File: src/design/spi_queue_pkg.sv
// shared constants of the spi queue and fault controller
package spi_queue_pkg;
  // ----------------------------------------------------------------
  // register indices, byte address is four times the index
  // ----------------------------------------------------------------
  localparam logic [7:0]  IDX_CONTROL    = 8'h91;
  localparam logic [7:0]  IDX_STATUS     = 8'h92;
  localparam logic [7:0]  IDX_DATA       = 8'h93;
  localparam logic [7:0]  IDX_INT_EN     = 8'h94;
  localparam logic [31:0] READ_UNMAPPED  = 32'h00000000;
  // ----------------------------------------------------------------
  // control register fields
  // ----------------------------------------------------------------
  localparam int          B_RATE_HI      = 7;
  localparam int          B_SPI_ENABLE         = 6;
  localparam int          B_SLAVE_SELECT_DISABLE        = 5;
  localparam int          B_MASTER_SELECT         = 4;
  localparam int          B_CLOCK_POLARITY         = 3;
  localparam int          B_CLOCK_PHASE         = 2;
  localparam logic [7:0]  CONTROL_RESET  = 8'h14;
  // ----------------------------------------------------------------
  // status register fields
  // ----------------------------------------------------------------
  localparam int          S_DONE         = 7;
  localparam int          S_OVR          = 5;
  localparam int          S_MODE_FAULT_FLAG         = 4;
  localparam int          S_TXE          = 3;
  localparam int          S_LSB          = 2;
  localparam int          S_TXEIE        = 1;
  localparam int          S_FAULT_INT_ENABLE       = 0;
  localparam logic [7:0]  STATUS_RESET   = 8'h08;
  // ----------------------------------------------------------------
  // interrupt enable register and transfer timing
  // ----------------------------------------------------------------
  localparam int          E_SPI          = 0;
  localparam int          E_GLOBAL       = 1;
  localparam logic [1:0]  INT_EN_RESET   = 2'h0;
  localparam logic [4:0]  LAST_EDGE      = 5'h0F;
  localparam logic [2:0]  RATE_MAX_CODE  = 3'h6;
endpackage : spi_queue_pkg

File: src/design/spi_sync_if.sv
// synchronised spi pin levels passed from the synchroniser to the core
interface spi_sync_if;
  logic sck;
  logic ss_n;
  logic mosi;
  logic miso;
  modport src (output sck, output ss_n, output mosi, output miso);
  modport dst (input sck, input ss_n, input mosi, input miso);
endinterface : spi_sync_if

File: src/design/spi_queue_fault_control.sv
// spi master/slave controller with byte queue, fault and overrun flags
//
// Decided for this implementation: the AHB-Lite interface to the registers.
module spi_queue_fault_control
  import spi_queue_pkg::*;
(
  input  wire logic        hclk,
  input  wire logic        hresetn,
  input  wire logic        hsel,
  input  wire logic [31:0] haddr,
  input  wire logic [1:0]  htrans,
  input  wire logic        hwrite,
  input  wire logic [2:0]  hsize,
  input  wire logic [31:0] hwdata,
  input  wire logic        hready,
  output logic             hreadyout,
  output logic [31:0]      hrdata,
  output logic             hresp,
  input  wire logic        sck_in,
  output logic             sck_out,
  output logic             sck_oe_n,
  input  wire logic        mosi_in,
  output logic             mosi_out,
  output logic             mosi_oe_n,
  input  wire logic        miso_in,
  output logic             miso_out,
  output logic             miso_oe_n,
  input  wire logic        ss_n_in,
  output logic             spi_irq
);
  // ----------------------------------------------------------------
  // state
  // ----------------------------------------------------------------
  typedef struct packed {
    logic [7:0]  ctrl;
    logic        done;
    logic        overrun_flag;
    logic        mode_fault_flag;
    logic        lsb;
    logic        txeie;
    logic        fault_int_enable;
    logic [1:0]  ien;
    logic [7:0]  txb;
    logic        txf;
    logic [7:0]  sh;
    logic [7:0]  rxb;
    logic        busy;
    logic [4:0]  edges;
    logic        sck_o;
    logic        dout;
    logic        mst_oe_n;
    logic        miso_oe_n;
    logic        ss_prev;
    logic        sck_prev;
    logic        seen_done;
    logic        seen_mode_fault_flag;
    logic        ap_rd;
    logic        ap_wr;
    logic [7:0]  ap_idx;
    logic        hready;
    logic [31:0] hrdata;
    logic        hresp;
    logic        irq;
  } state_t;

  state_t      r;
  state_t      next_r;
  logic        tick;
  logic        master;
  logic        en;
  logic        clock_phase;
  logic        clock_polarity;
  logic        slave_select_disable_eff;
  logic        selected;
  logic        din;
  logic        wr_dat;
  logic        edge_hit;
  logic        lead;
  logic        sample;
  logic        start;
  logic        ld;
  logic        done_evt;
  logic        mfault;
  logic [7:0]  sh_nx;
  logic [7:0]  status_v;

  spi_sync_if sy ();

  spi_pin_sync u_sync (
    .hclk    (hclk),
    .hresetn (hresetn),
    .sck_in  (sck_in),
    .ss_n_in (ss_n_in),
    .mosi_in (mosi_in),
    .miso_in (miso_in),
    .sy      (sy.src)
  );

  spi_rate_div u_div (
    .hclk    (hclk),
    .hresetn (hresetn),
    .run     (r.busy & master & en),
    .code    ({r.ctrl[B_RATE_HI], r.ctrl[1:0]}),
    .tick    (tick)
  );

  function automatic logic outbit(input logic [7:0] v, input logic lsbf);
    return lsbf ? v[0] : v[7];
  endfunction : outbit

  // ----------------------------------------------------------------
  // next state
  // ----------------------------------------------------------------
  always_comb
  begin
    next_r    = r;
    sh_nx     = r.sh;
    wr_dat    = 1'b0;
    edge_hit  = 1'b0;
    lead      = 1'b0;
    sample    = 1'b0;
    done_evt  = 1'b0;
    master    = r.ctrl[B_MASTER_SELECT];
    en        = r.ctrl[B_SPI_ENABLE];
    clock_phase      = r.ctrl[B_CLOCK_PHASE];
    clock_polarity      = r.ctrl[B_CLOCK_POLARITY];
    // select disable only counts in slave mode when phase is one
    slave_select_disable_eff = r.ctrl[B_SLAVE_SELECT_DISABLE] & (master | clock_phase);
    selected  = !sy.ss_n | slave_select_disable_eff;
    din       = master ? sy.miso : sy.mosi;
    mfault    = en & master & !r.ctrl[B_SLAVE_SELECT_DISABLE] & !sy.ss_n;
    status_v  = {r.done, 1'b0, r.overrun_flag, r.mode_fault_flag, !r.txf, r.lsb, r.txeie, r.fault_int_enable};
    next_r.ss_prev  = sy.ss_n;
    next_r.sck_prev = sy.sck;

    // bus: reads take one wait state so write side effects land first
    next_r.hready = 1'b1;
    next_r.ap_rd  = 1'b0;
    next_r.ap_wr  = 1'b0;
    if (hsel && htrans[1] && hready)
    begin
      next_r.ap_idx = haddr[9:2];
      next_r.ap_rd  = !hwrite;
      next_r.ap_wr  = hwrite;
      next_r.hready = hwrite;
    end
    if (r.ap_rd)
    begin
      case (r.ap_idx)
        IDX_CONTROL: next_r.hrdata = {24'h000000, r.ctrl};
        IDX_STATUS:
        begin
          next_r.hrdata    = {24'h000000, status_v};
          next_r.overrun_flag       = 1'b0;
          next_r.seen_done = r.done;
          next_r.seen_mode_fault_flag = r.mode_fault_flag;
        end
        IDX_DATA:
        begin
          next_r.hrdata = {24'h000000, r.rxb};
          if (r.seen_done)
          begin
            next_r.done      = 1'b0;
            next_r.seen_done = 1'b0;
          end
        end
        IDX_INT_EN: next_r.hrdata = {30'h00000000, r.ien};
        default: next_r.hrdata = READ_UNMAPPED;
      endcase
    end
    if (r.ap_wr)
    begin
      case (r.ap_idx)
        IDX_CONTROL:
        begin
          next_r.ctrl = hwdata[7:0];
          if (r.seen_mode_fault_flag)
          begin
            next_r.mode_fault_flag      = 1'b0;
            next_r.seen_mode_fault_flag = 1'b0;
          end
        end
        IDX_STATUS:
        begin
          next_r.lsb    = hwdata[S_LSB];
          next_r.txeie  = hwdata[S_TXEIE];
          next_r.fault_int_enable = hwdata[S_FAULT_INT_ENABLE];
        end
        IDX_DATA:
        begin
          next_r.txb = hwdata[7:0];
          next_r.txf = 1'b1;
          wr_dat     = 1'b1;
          if (r.seen_done)
          begin
            next_r.done      = 1'b0;
            next_r.seen_done = 1'b0;
          end
        end
        IDX_INT_EN: next_r.ien = hwdata[1:0];
        default: ;
      endcase
    end

    // shift engine runs after the bus so hardware sets win over clears
    start = 1'b0;
    if (!en)
    begin
      next_r.busy  = 1'b0;
      next_r.edges = 5'h00;
      next_r.sck_o = 1'b1;
    end
    else if (master)
    begin
      if (mfault)
      begin
        next_r.mode_fault_flag         = 1'b1;
        next_r.ctrl[B_SPI_ENABLE] = 1'b0;
        next_r.ctrl[B_MASTER_SELECT] = 1'b0;
        next_r.busy         = 1'b0;
        next_r.sck_o        = clock_polarity;
      end
      else if (!r.busy)
      begin
        next_r.sck_o = clock_polarity;
        start        = r.txf;
      end
      else if (tick)
      begin
        edge_hit     = 1'b1;
        lead         = !r.edges[0];
        next_r.sck_o = ~r.sck_o;
      end
    end
    else
    begin
      if (!selected)
      begin
        // a half byte is thrown away, the next select starts afresh
        next_r.busy  = 1'b0;
        next_r.edges = 5'h00;
      end
      else if (!r.busy)
        start = 1'b1;
      else if (sy.sck != r.sck_prev)
      begin
        edge_hit = 1'b1;
        lead     = (sy.sck != clock_polarity);
      end
      if (!r.ss_prev && sy.ss_n && !slave_select_disable_eff)
        next_r.mode_fault_flag = 1'b1;
    end

    ld = r.txf & (start | (en & !master & selected & r.busy & (r.edges == 5'h00) & !edge_hit));
    if (ld)
    begin
      sh_nx      = r.txb;
      next_r.txf = wr_dat;
    end
    if (start | ld)
    begin
      next_r.busy  = 1'b1;
      next_r.edges = 5'h00;
      if (!clock_phase)
        next_r.dout = outbit(sh_nx, r.lsb);
    end

    if (edge_hit)
    begin
      next_r.edges = 5'(r.edges + 5'h01);
      sample       = clock_phase ? !lead : lead;
      if (sample)
        sh_nx = r.lsb ? {din, r.sh[7:1]} : {r.sh[6:0], din};
      else
        next_r.dout = outbit(r.sh, r.lsb);
      if (r.edges == LAST_EDGE)
      begin
        done_evt = 1'b1;
        if (r.done)
          next_r.overrun_flag = 1'b1;
        else
        begin
          next_r.rxb  = sh_nx;
          next_r.done = 1'b1;
        end
        next_r.edges = 5'h00;
        if (r.txf)
        begin
          sh_nx      = r.txb;
          next_r.txf = wr_dat;
          if (!clock_phase)
            next_r.dout = outbit(r.txb, r.lsb);
        end
        else if (master)
          next_r.busy = 1'b0;
        // a slave with nothing queued sends back what it got
      end
    end
    next_r.sh = sh_nx;

    // enable follows the same registered mode as sck_o, so no clock glitch on enable
    next_r.mst_oe_n  = !(en & master);
    next_r.miso_oe_n = !(en & !master & selected);
    // done only interrupts while the empty source is off
    next_r.irq = r.ien[E_SPI] & r.ien[E_GLOBAL] &
                 ((r.done & !r.txeie) | (r.mode_fault_flag & r.fault_int_enable) | (!r.txf & r.txeie));
  end

  // ----------------------------------------------------------------
  // registers
  // ----------------------------------------------------------------
  always_ff @(posedge hclk or negedge hresetn)
  begin
    if (!hresetn)
    begin
      r           <= '0;
      r.ctrl      <= CONTROL_RESET;
      r.lsb       <= STATUS_RESET[S_LSB];
      r.txeie     <= STATUS_RESET[S_TXEIE];
      r.fault_int_enable    <= STATUS_RESET[S_FAULT_INT_ENABLE];
      r.txf       <= !STATUS_RESET[S_TXE];
      r.ien       <= INT_EN_RESET;
      r.sck_o     <= 1'b1;
      r.mst_oe_n  <= 1'b1;
      r.miso_oe_n <= 1'b1;
      r.ss_prev   <= 1'b1;
      r.sck_prev  <= 1'b1;
      r.hready    <= 1'b1;
    end
    else
      r <= next_r;
  end

  assign hreadyout = r.hready;
  assign hrdata    = r.hrdata;
  assign hresp     = r.hresp;
  assign sck_out   = r.sck_o;
  assign sck_oe_n  = r.mst_oe_n;
  assign mosi_out  = r.dout;
  assign mosi_oe_n = r.mst_oe_n;
  assign miso_out  = r.dout;
  assign miso_oe_n = r.miso_oe_n;
  assign spi_irq   = r.irq;
endmodule : spi_queue_fault_control

File: src/design/spi_pin_sync.sv
// two-stage synchroniser for the spi input pins
module spi_pin_sync
  import spi_queue_pkg::*;
(
  input  wire logic hclk,
  input  wire logic hresetn,
  input  wire logic sck_in,
  input  wire logic ss_n_in,
  input  wire logic mosi_in,
  input  wire logic miso_in,
  spi_sync_if.src   sy
);
  typedef struct packed {
    logic [3:0] s1;
    logic [3:0] s2;
  } sync_t;

  sync_t r;
  sync_t next_r;

  // first stage feeds only the second stage
  always_comb
  begin
    next_r    = r;
    next_r.s1 = {miso_in, mosi_in, ss_n_in, sck_in};
    next_r.s2 = r.s1;
  end

  always_ff @(posedge hclk or negedge hresetn)
  begin
    if (!hresetn)
      r <= '1;
    else
      r <= next_r;
  end

  assign sy.sck  = r.s2[0];
  assign sy.ss_n = r.s2[1];
  assign sy.mosi = r.s2[2];
  assign sy.miso = r.s2[3];
endmodule : spi_pin_sync

File: src/design/spi_rate_div.sv
// half-bit tick generator for master mode
module spi_rate_div
  import spi_queue_pkg::*;
(
  input  wire logic       hclk,
  input  wire logic       hresetn,
  input  wire logic       run,
  input  wire logic [2:0] code,
  output logic            tick
);
  typedef struct packed {
    logic [6:0] cnt;
    logic       tick;
  } div_t;

  div_t       r;
  div_t       next_r;
  logic [2:0] c;
  logic [6:0] half;

  // a tick every half bit, so a bit lasts 2, 4 .. 128 clocks
  always_comb
  begin
    next_r      = r;
    next_r.tick = 1'b0;
    c           = (code > RATE_MAX_CODE) ? RATE_MAX_CODE : code;
    half        = 7'h01 << c;
    if (!run)
      next_r.cnt = 7'h00;
    else if (r.cnt == 7'(half - 7'h01))
    begin
      next_r.cnt  = 7'h00;
      next_r.tick = 1'b1;
    end
    else
      next_r.cnt = 7'(r.cnt + 7'h01);
  end

  always_ff @(posedge hclk or negedge hresetn)
  begin
    if (!hresetn)
      r <= '0;
    else
      r <= next_r;
  end

  assign tick = r.tick;
endmodule : spi_rate_div

File: config.mk
export PLATFORM = sky130hd
export DESIGN_NAME = spi_queue_fault_control
export DESIGN_NICKNAME = d
export VERILOG_FILES = /design/src/design/spi_queue_pkg.sv /design/src/design/spi_sync_if.sv /design/src/design/spi_queue_fault_control.sv /design/src/design/spi_pin_sync.sv /design/src/design/spi_rate_div.sv
export SDC_FILE = /design/constraint.sdc
export NUM_CORES = 1
export LEC_CHECK = 0
export CORE_AREA = 2 2 142 144
export CTS_CLUSTER_DIAMETER = 80
export DETAILED_ROUTE_END_ITERATION = 8
export DIE_AREA = 0 0 144 146
export DONT_BUFFER_PORTS = 1
export HOLD_SLACK_MARGIN = 0.05
export SYNTH_ARGS = -nofsm -noshare
export SYNTH_HDL_FRONTEND = slang
export SYNTH_SLANG_ARGS = --single-unit
File: constraint.sdc
create_clock -name hclk -period 2.9 [get_ports hclk]
set_clock_uncertainty 0.1 [all_clocks]
set_input_delay 0.58 -clock hclk [delete_from_list [all_inputs] [get_ports hclk]]
set_output_delay 0.58 -clock hclk [all_outputs]
set_load 0.005 [all_outputs]
==> impl_metrics.ini <==
[grt]
grt_util_met2 = 0.180
antenna_found_initial = 0
grt_overflow = 0
grt_use_met1 = 0.135
grt_usage = 0.108
grt_pass1_wl_um = 17800
grt_pass1_vias = 3297
met3_usage = 0.0267
grt_start_max_net_pins = 92
grt_busiest_layer = met2

[synth]
yosysSeqAreaShare = 0.477
async_flop_share = 1.00
syn_area_um2 = 4820
postSynthAreaPerCell_um2 = 10.9
synth-edff-count = 0
ys_seq_elements = 91
synth_cell_types = 65
synth_cells = 444
synth-main-ff-cell = dfrtp_1
synth_warnings = 0

[finish]
fill_cells = 2008
layout.cells.non_filler = 707
n_antenna_cell = 0
nets = 518
drive_gt1_frac = 0.210
multi_input_area_um2 = 2170
areaGrowthSynthToFinish_pct = 9.40
seq_area_um2 = 2300
finish.utilization = 0.273

[setup_path]
arrival_ns = 2.71
reg2reg_to = r[71]$_DFF_PN0_
critPathKind = reg -> reg
critPathTopFamily = compound AO/OA/AOI/OAI gates
required_ns = 3.04
start_kind = flip-flop
end_kind = flip-flop
reg2reg_from = r[53]$_DFFE_PN0P_
cpMaxStageDelayCell = or4b_4
max_stage_delay_ns = 0.47
cpMostUsedCell = a21boi_4
rr_worst_depth = 8
worst-path-max-fanout = 9
reg2reg_slack_ns = 0.33
worst-path-buf-inv = 1
path_cells = inv_1, ha_1, or4b_4, nor4_4, o211ai_2, a21boi_4, a21boi_4, a221oi_2

[floorplanning]
die_area_um2 = 21000
die_h_um = 146
placementRows = 51
initial_utilization = 0.249
die_x_um = 144
coreArea_um2 = 19300
ios = 119

[cts]
cts_hold_buffers = 1
clockBufferDepth = 2
cts.sinks = 91
cts_resized = 0
clk_pin_slew_ns = 0.07
root_buffer = clkbuf_16
htree_levels = 3
cts_tree = built
cts_setup_buffers = 0
insertion_delay_ns = 0.34
numCtsBuffers = 9

[timing]
timing.final.ws_setup_ns = 0.333
rsz0062_at_grt = false
worst_pin_slew_ns = 0.679
finalSetupViolations = 0
fin_setup_tns_ns = 0
max_freq_mhz = 389
drv_slew = 0
relSlewSlack = 0.547
finalHoldViolations = 0
fin_crit_sh = 0.885
fin_crit_ns = 2.57

[routing]
wirelength_um = 10900
ant_nets = 0
drc = 0
routed_via_density = 4.59
vias = 3242
drtPass1Iterations = 4
wl_per_cell_um = 15.4
drt_iter0_markers = 131

[placement]
post-place-ws_ns = 0.367
routabilityCongestion = 0.809
numPortBuffers = 0
hpwl_um = 8050
dp.cells = 690

[pwr]
p_per_area_nw_per_um2 = 626
irDropWorstVdd_v = 0.000250
power_leakage_nw = 2.21

[min_path]
hold_path.class = in -> async

[run]
max_cap_viol_count = 0

[outcome]
status = completed
[kinds of logic (layout without fill, tap and decap cells)]
family	Yosys count	in the layout	synth area share
xor gates and xnor gates	11	11	0.0254
adders and majority gates	3	3	0.00779
DFF	91	91	0.477
buffers and inverters	76	50	0.0906
muxes	54	54	0.122
and+or+nand+nor	116	116	0.131
AOI/OAI and AO/OA	92	92	0.146
other	1	25	0.000778
[how the worst max path moves through the flow]
stage                      startpoint                 to  slack [ns]  cells after the start
floorplan           r[53]$_DFFE_PN0P_  r[59]$_DFFE_PN0P_        0.63                      9
global placement    r[53]$_DFFE_PN0P_    r[71]$_DFF_PN0_        0.44                      8
detailed placement  r[53]$_DFFE_PN0P_    r[71]$_DFF_PN0_        0.37                      8
CTS                 r[53]$_DFFE_PN0P_    r[71]$_DFF_PN0_        0.34                      8
global route        r[53]$_DFFE_PN0P_    r[68]$_DFF_PN0_        0.22                      8
finish              r[53]$_DFFE_PN0P_    r[71]$_DFF_PN0_        0.33                      8
[area by class of cell]
class,instances,area share
well taps,265,0.0629
clock buffers,11,0.0441
inverters,25,0.0178
clock inverters,5,0.0102
repair buffers,9,0.0166
flip-flops and latches,91,0.436
multi-input cells,301,0.413
[sequential cells by signal, indices dropped and copies added (netlist names)]
| signal | count |
|---|---|
| hrdata | 8 |
| r | 57 |
| u_sync.sy.ss_n | 1 |
| hreadyout | 1 |
| u_div.tick | 1 |
| clock_polarity | 1 |
| en | 1 |
| u_div.r | 7 |
| mosi_oe_n | 1 |
| miso_out | 1 |
| u_sync.next_r | 4 |
| clock_phase | 1 |
| u_sync.sy.sck | 1 |
| master | 1 |
| u_sync.sy.miso | 1 |
| miso_oe_n | 1 |
| sck_out | 1 |
| u_sync.sy.mosi | 1 |
| spi_irq | 1 |
[where the power goes]
part / switching [mW] / internal, mW / total (mW)
logic: 0.295 / 0.264 / 0.559
registers: 0.191 / 1.41 / 1.60
clock network: 0.470 / 0.665 / 1.14
[per-layer routing]
| metal | vias up | routed length (µm) |
|---|---|---|
| li1 | 1510 | - |
| met1 | 1647 | 4710 |
| met2 | 74 | 5420 |
| met3 | 11 | 580 |
| met4 | 0 | 139 |
| met5 | - | 0 |
[synth_stat cells (5+ instances only)]
cell type / n / area (µm²)
o22ai_1: 12 / 75.1
o21ai_0: 12 / 60.1
nand2_1: 35 / 131
xor2_1: 5 / 43.8
mux2_2: 27 / 304
a221oi_2: 6 / 90.1
nand3_1: 10 / 50.1
buf_4: 37 / 278
dfrtp_1: 75 / 1880
nor2_1: 36 / 135
nand4_1: 5 / 31.3
a22o_1: 8 / 70.1
a21oi_1: 23 / 115
inv_1: 25 / 93.8
nor3_1: 6 / 30.0
clkbuf_1: 8 / 30.0
dfstp_2: 16 / 420
mux2i_1: 24 / 240
[stage by stage]
stage / power (mW) / hold slack, ns / cell area (µm²)
2_1_floorplan: 2.04 / 0.184 / 4910
3_3_place_gp: 2.12 / 0.191 / 4960
3_5_place_dp: 2.15 / 0.191 / 4960
4_1_cts: 3.32 / 0.0729 / 5270
5_1_grt: 3.47 / 0.0789 / 5270
6_report: 3.30 / 0.0364 / 5270
[layout by cell type (no fill, tap or decap), types with 3 or more instances in the layout]
master     count
clkinv_2       3
nand4_1        5
a21oi_1       23
nand2_1       35
xor2_1         5
o22ai_1       12
a221oi_2       6
nand3_1       10
a221oi_1       3
o21ai_1        4
mux2i_1       24
a22o_1         8
buf_4          8
xnor2_1        4
nor2_1        36
ha_1           3
o31ai_1        3
inv_1         25
dfstp_2       16
a21boi_4       3
dfrtp_1       75
nor3_1         6
clkbuf_16      9
conb_1        25
o21ai_0       12
mux2_2        27
[worst reg2reg max path, cell delays in order, from the launching register on]
cell	delay, ns
dfrtp_1	0.45
inv_1	0.09
ha_1	0.15
or4b_4	0.48
nor4_4	0.21
o211ai_2	0.23
a21boi_4	0.25
a21boi_4	0.22
a221oi_2	0.30
Note: power is estimated with default switching activity, not from simulation.
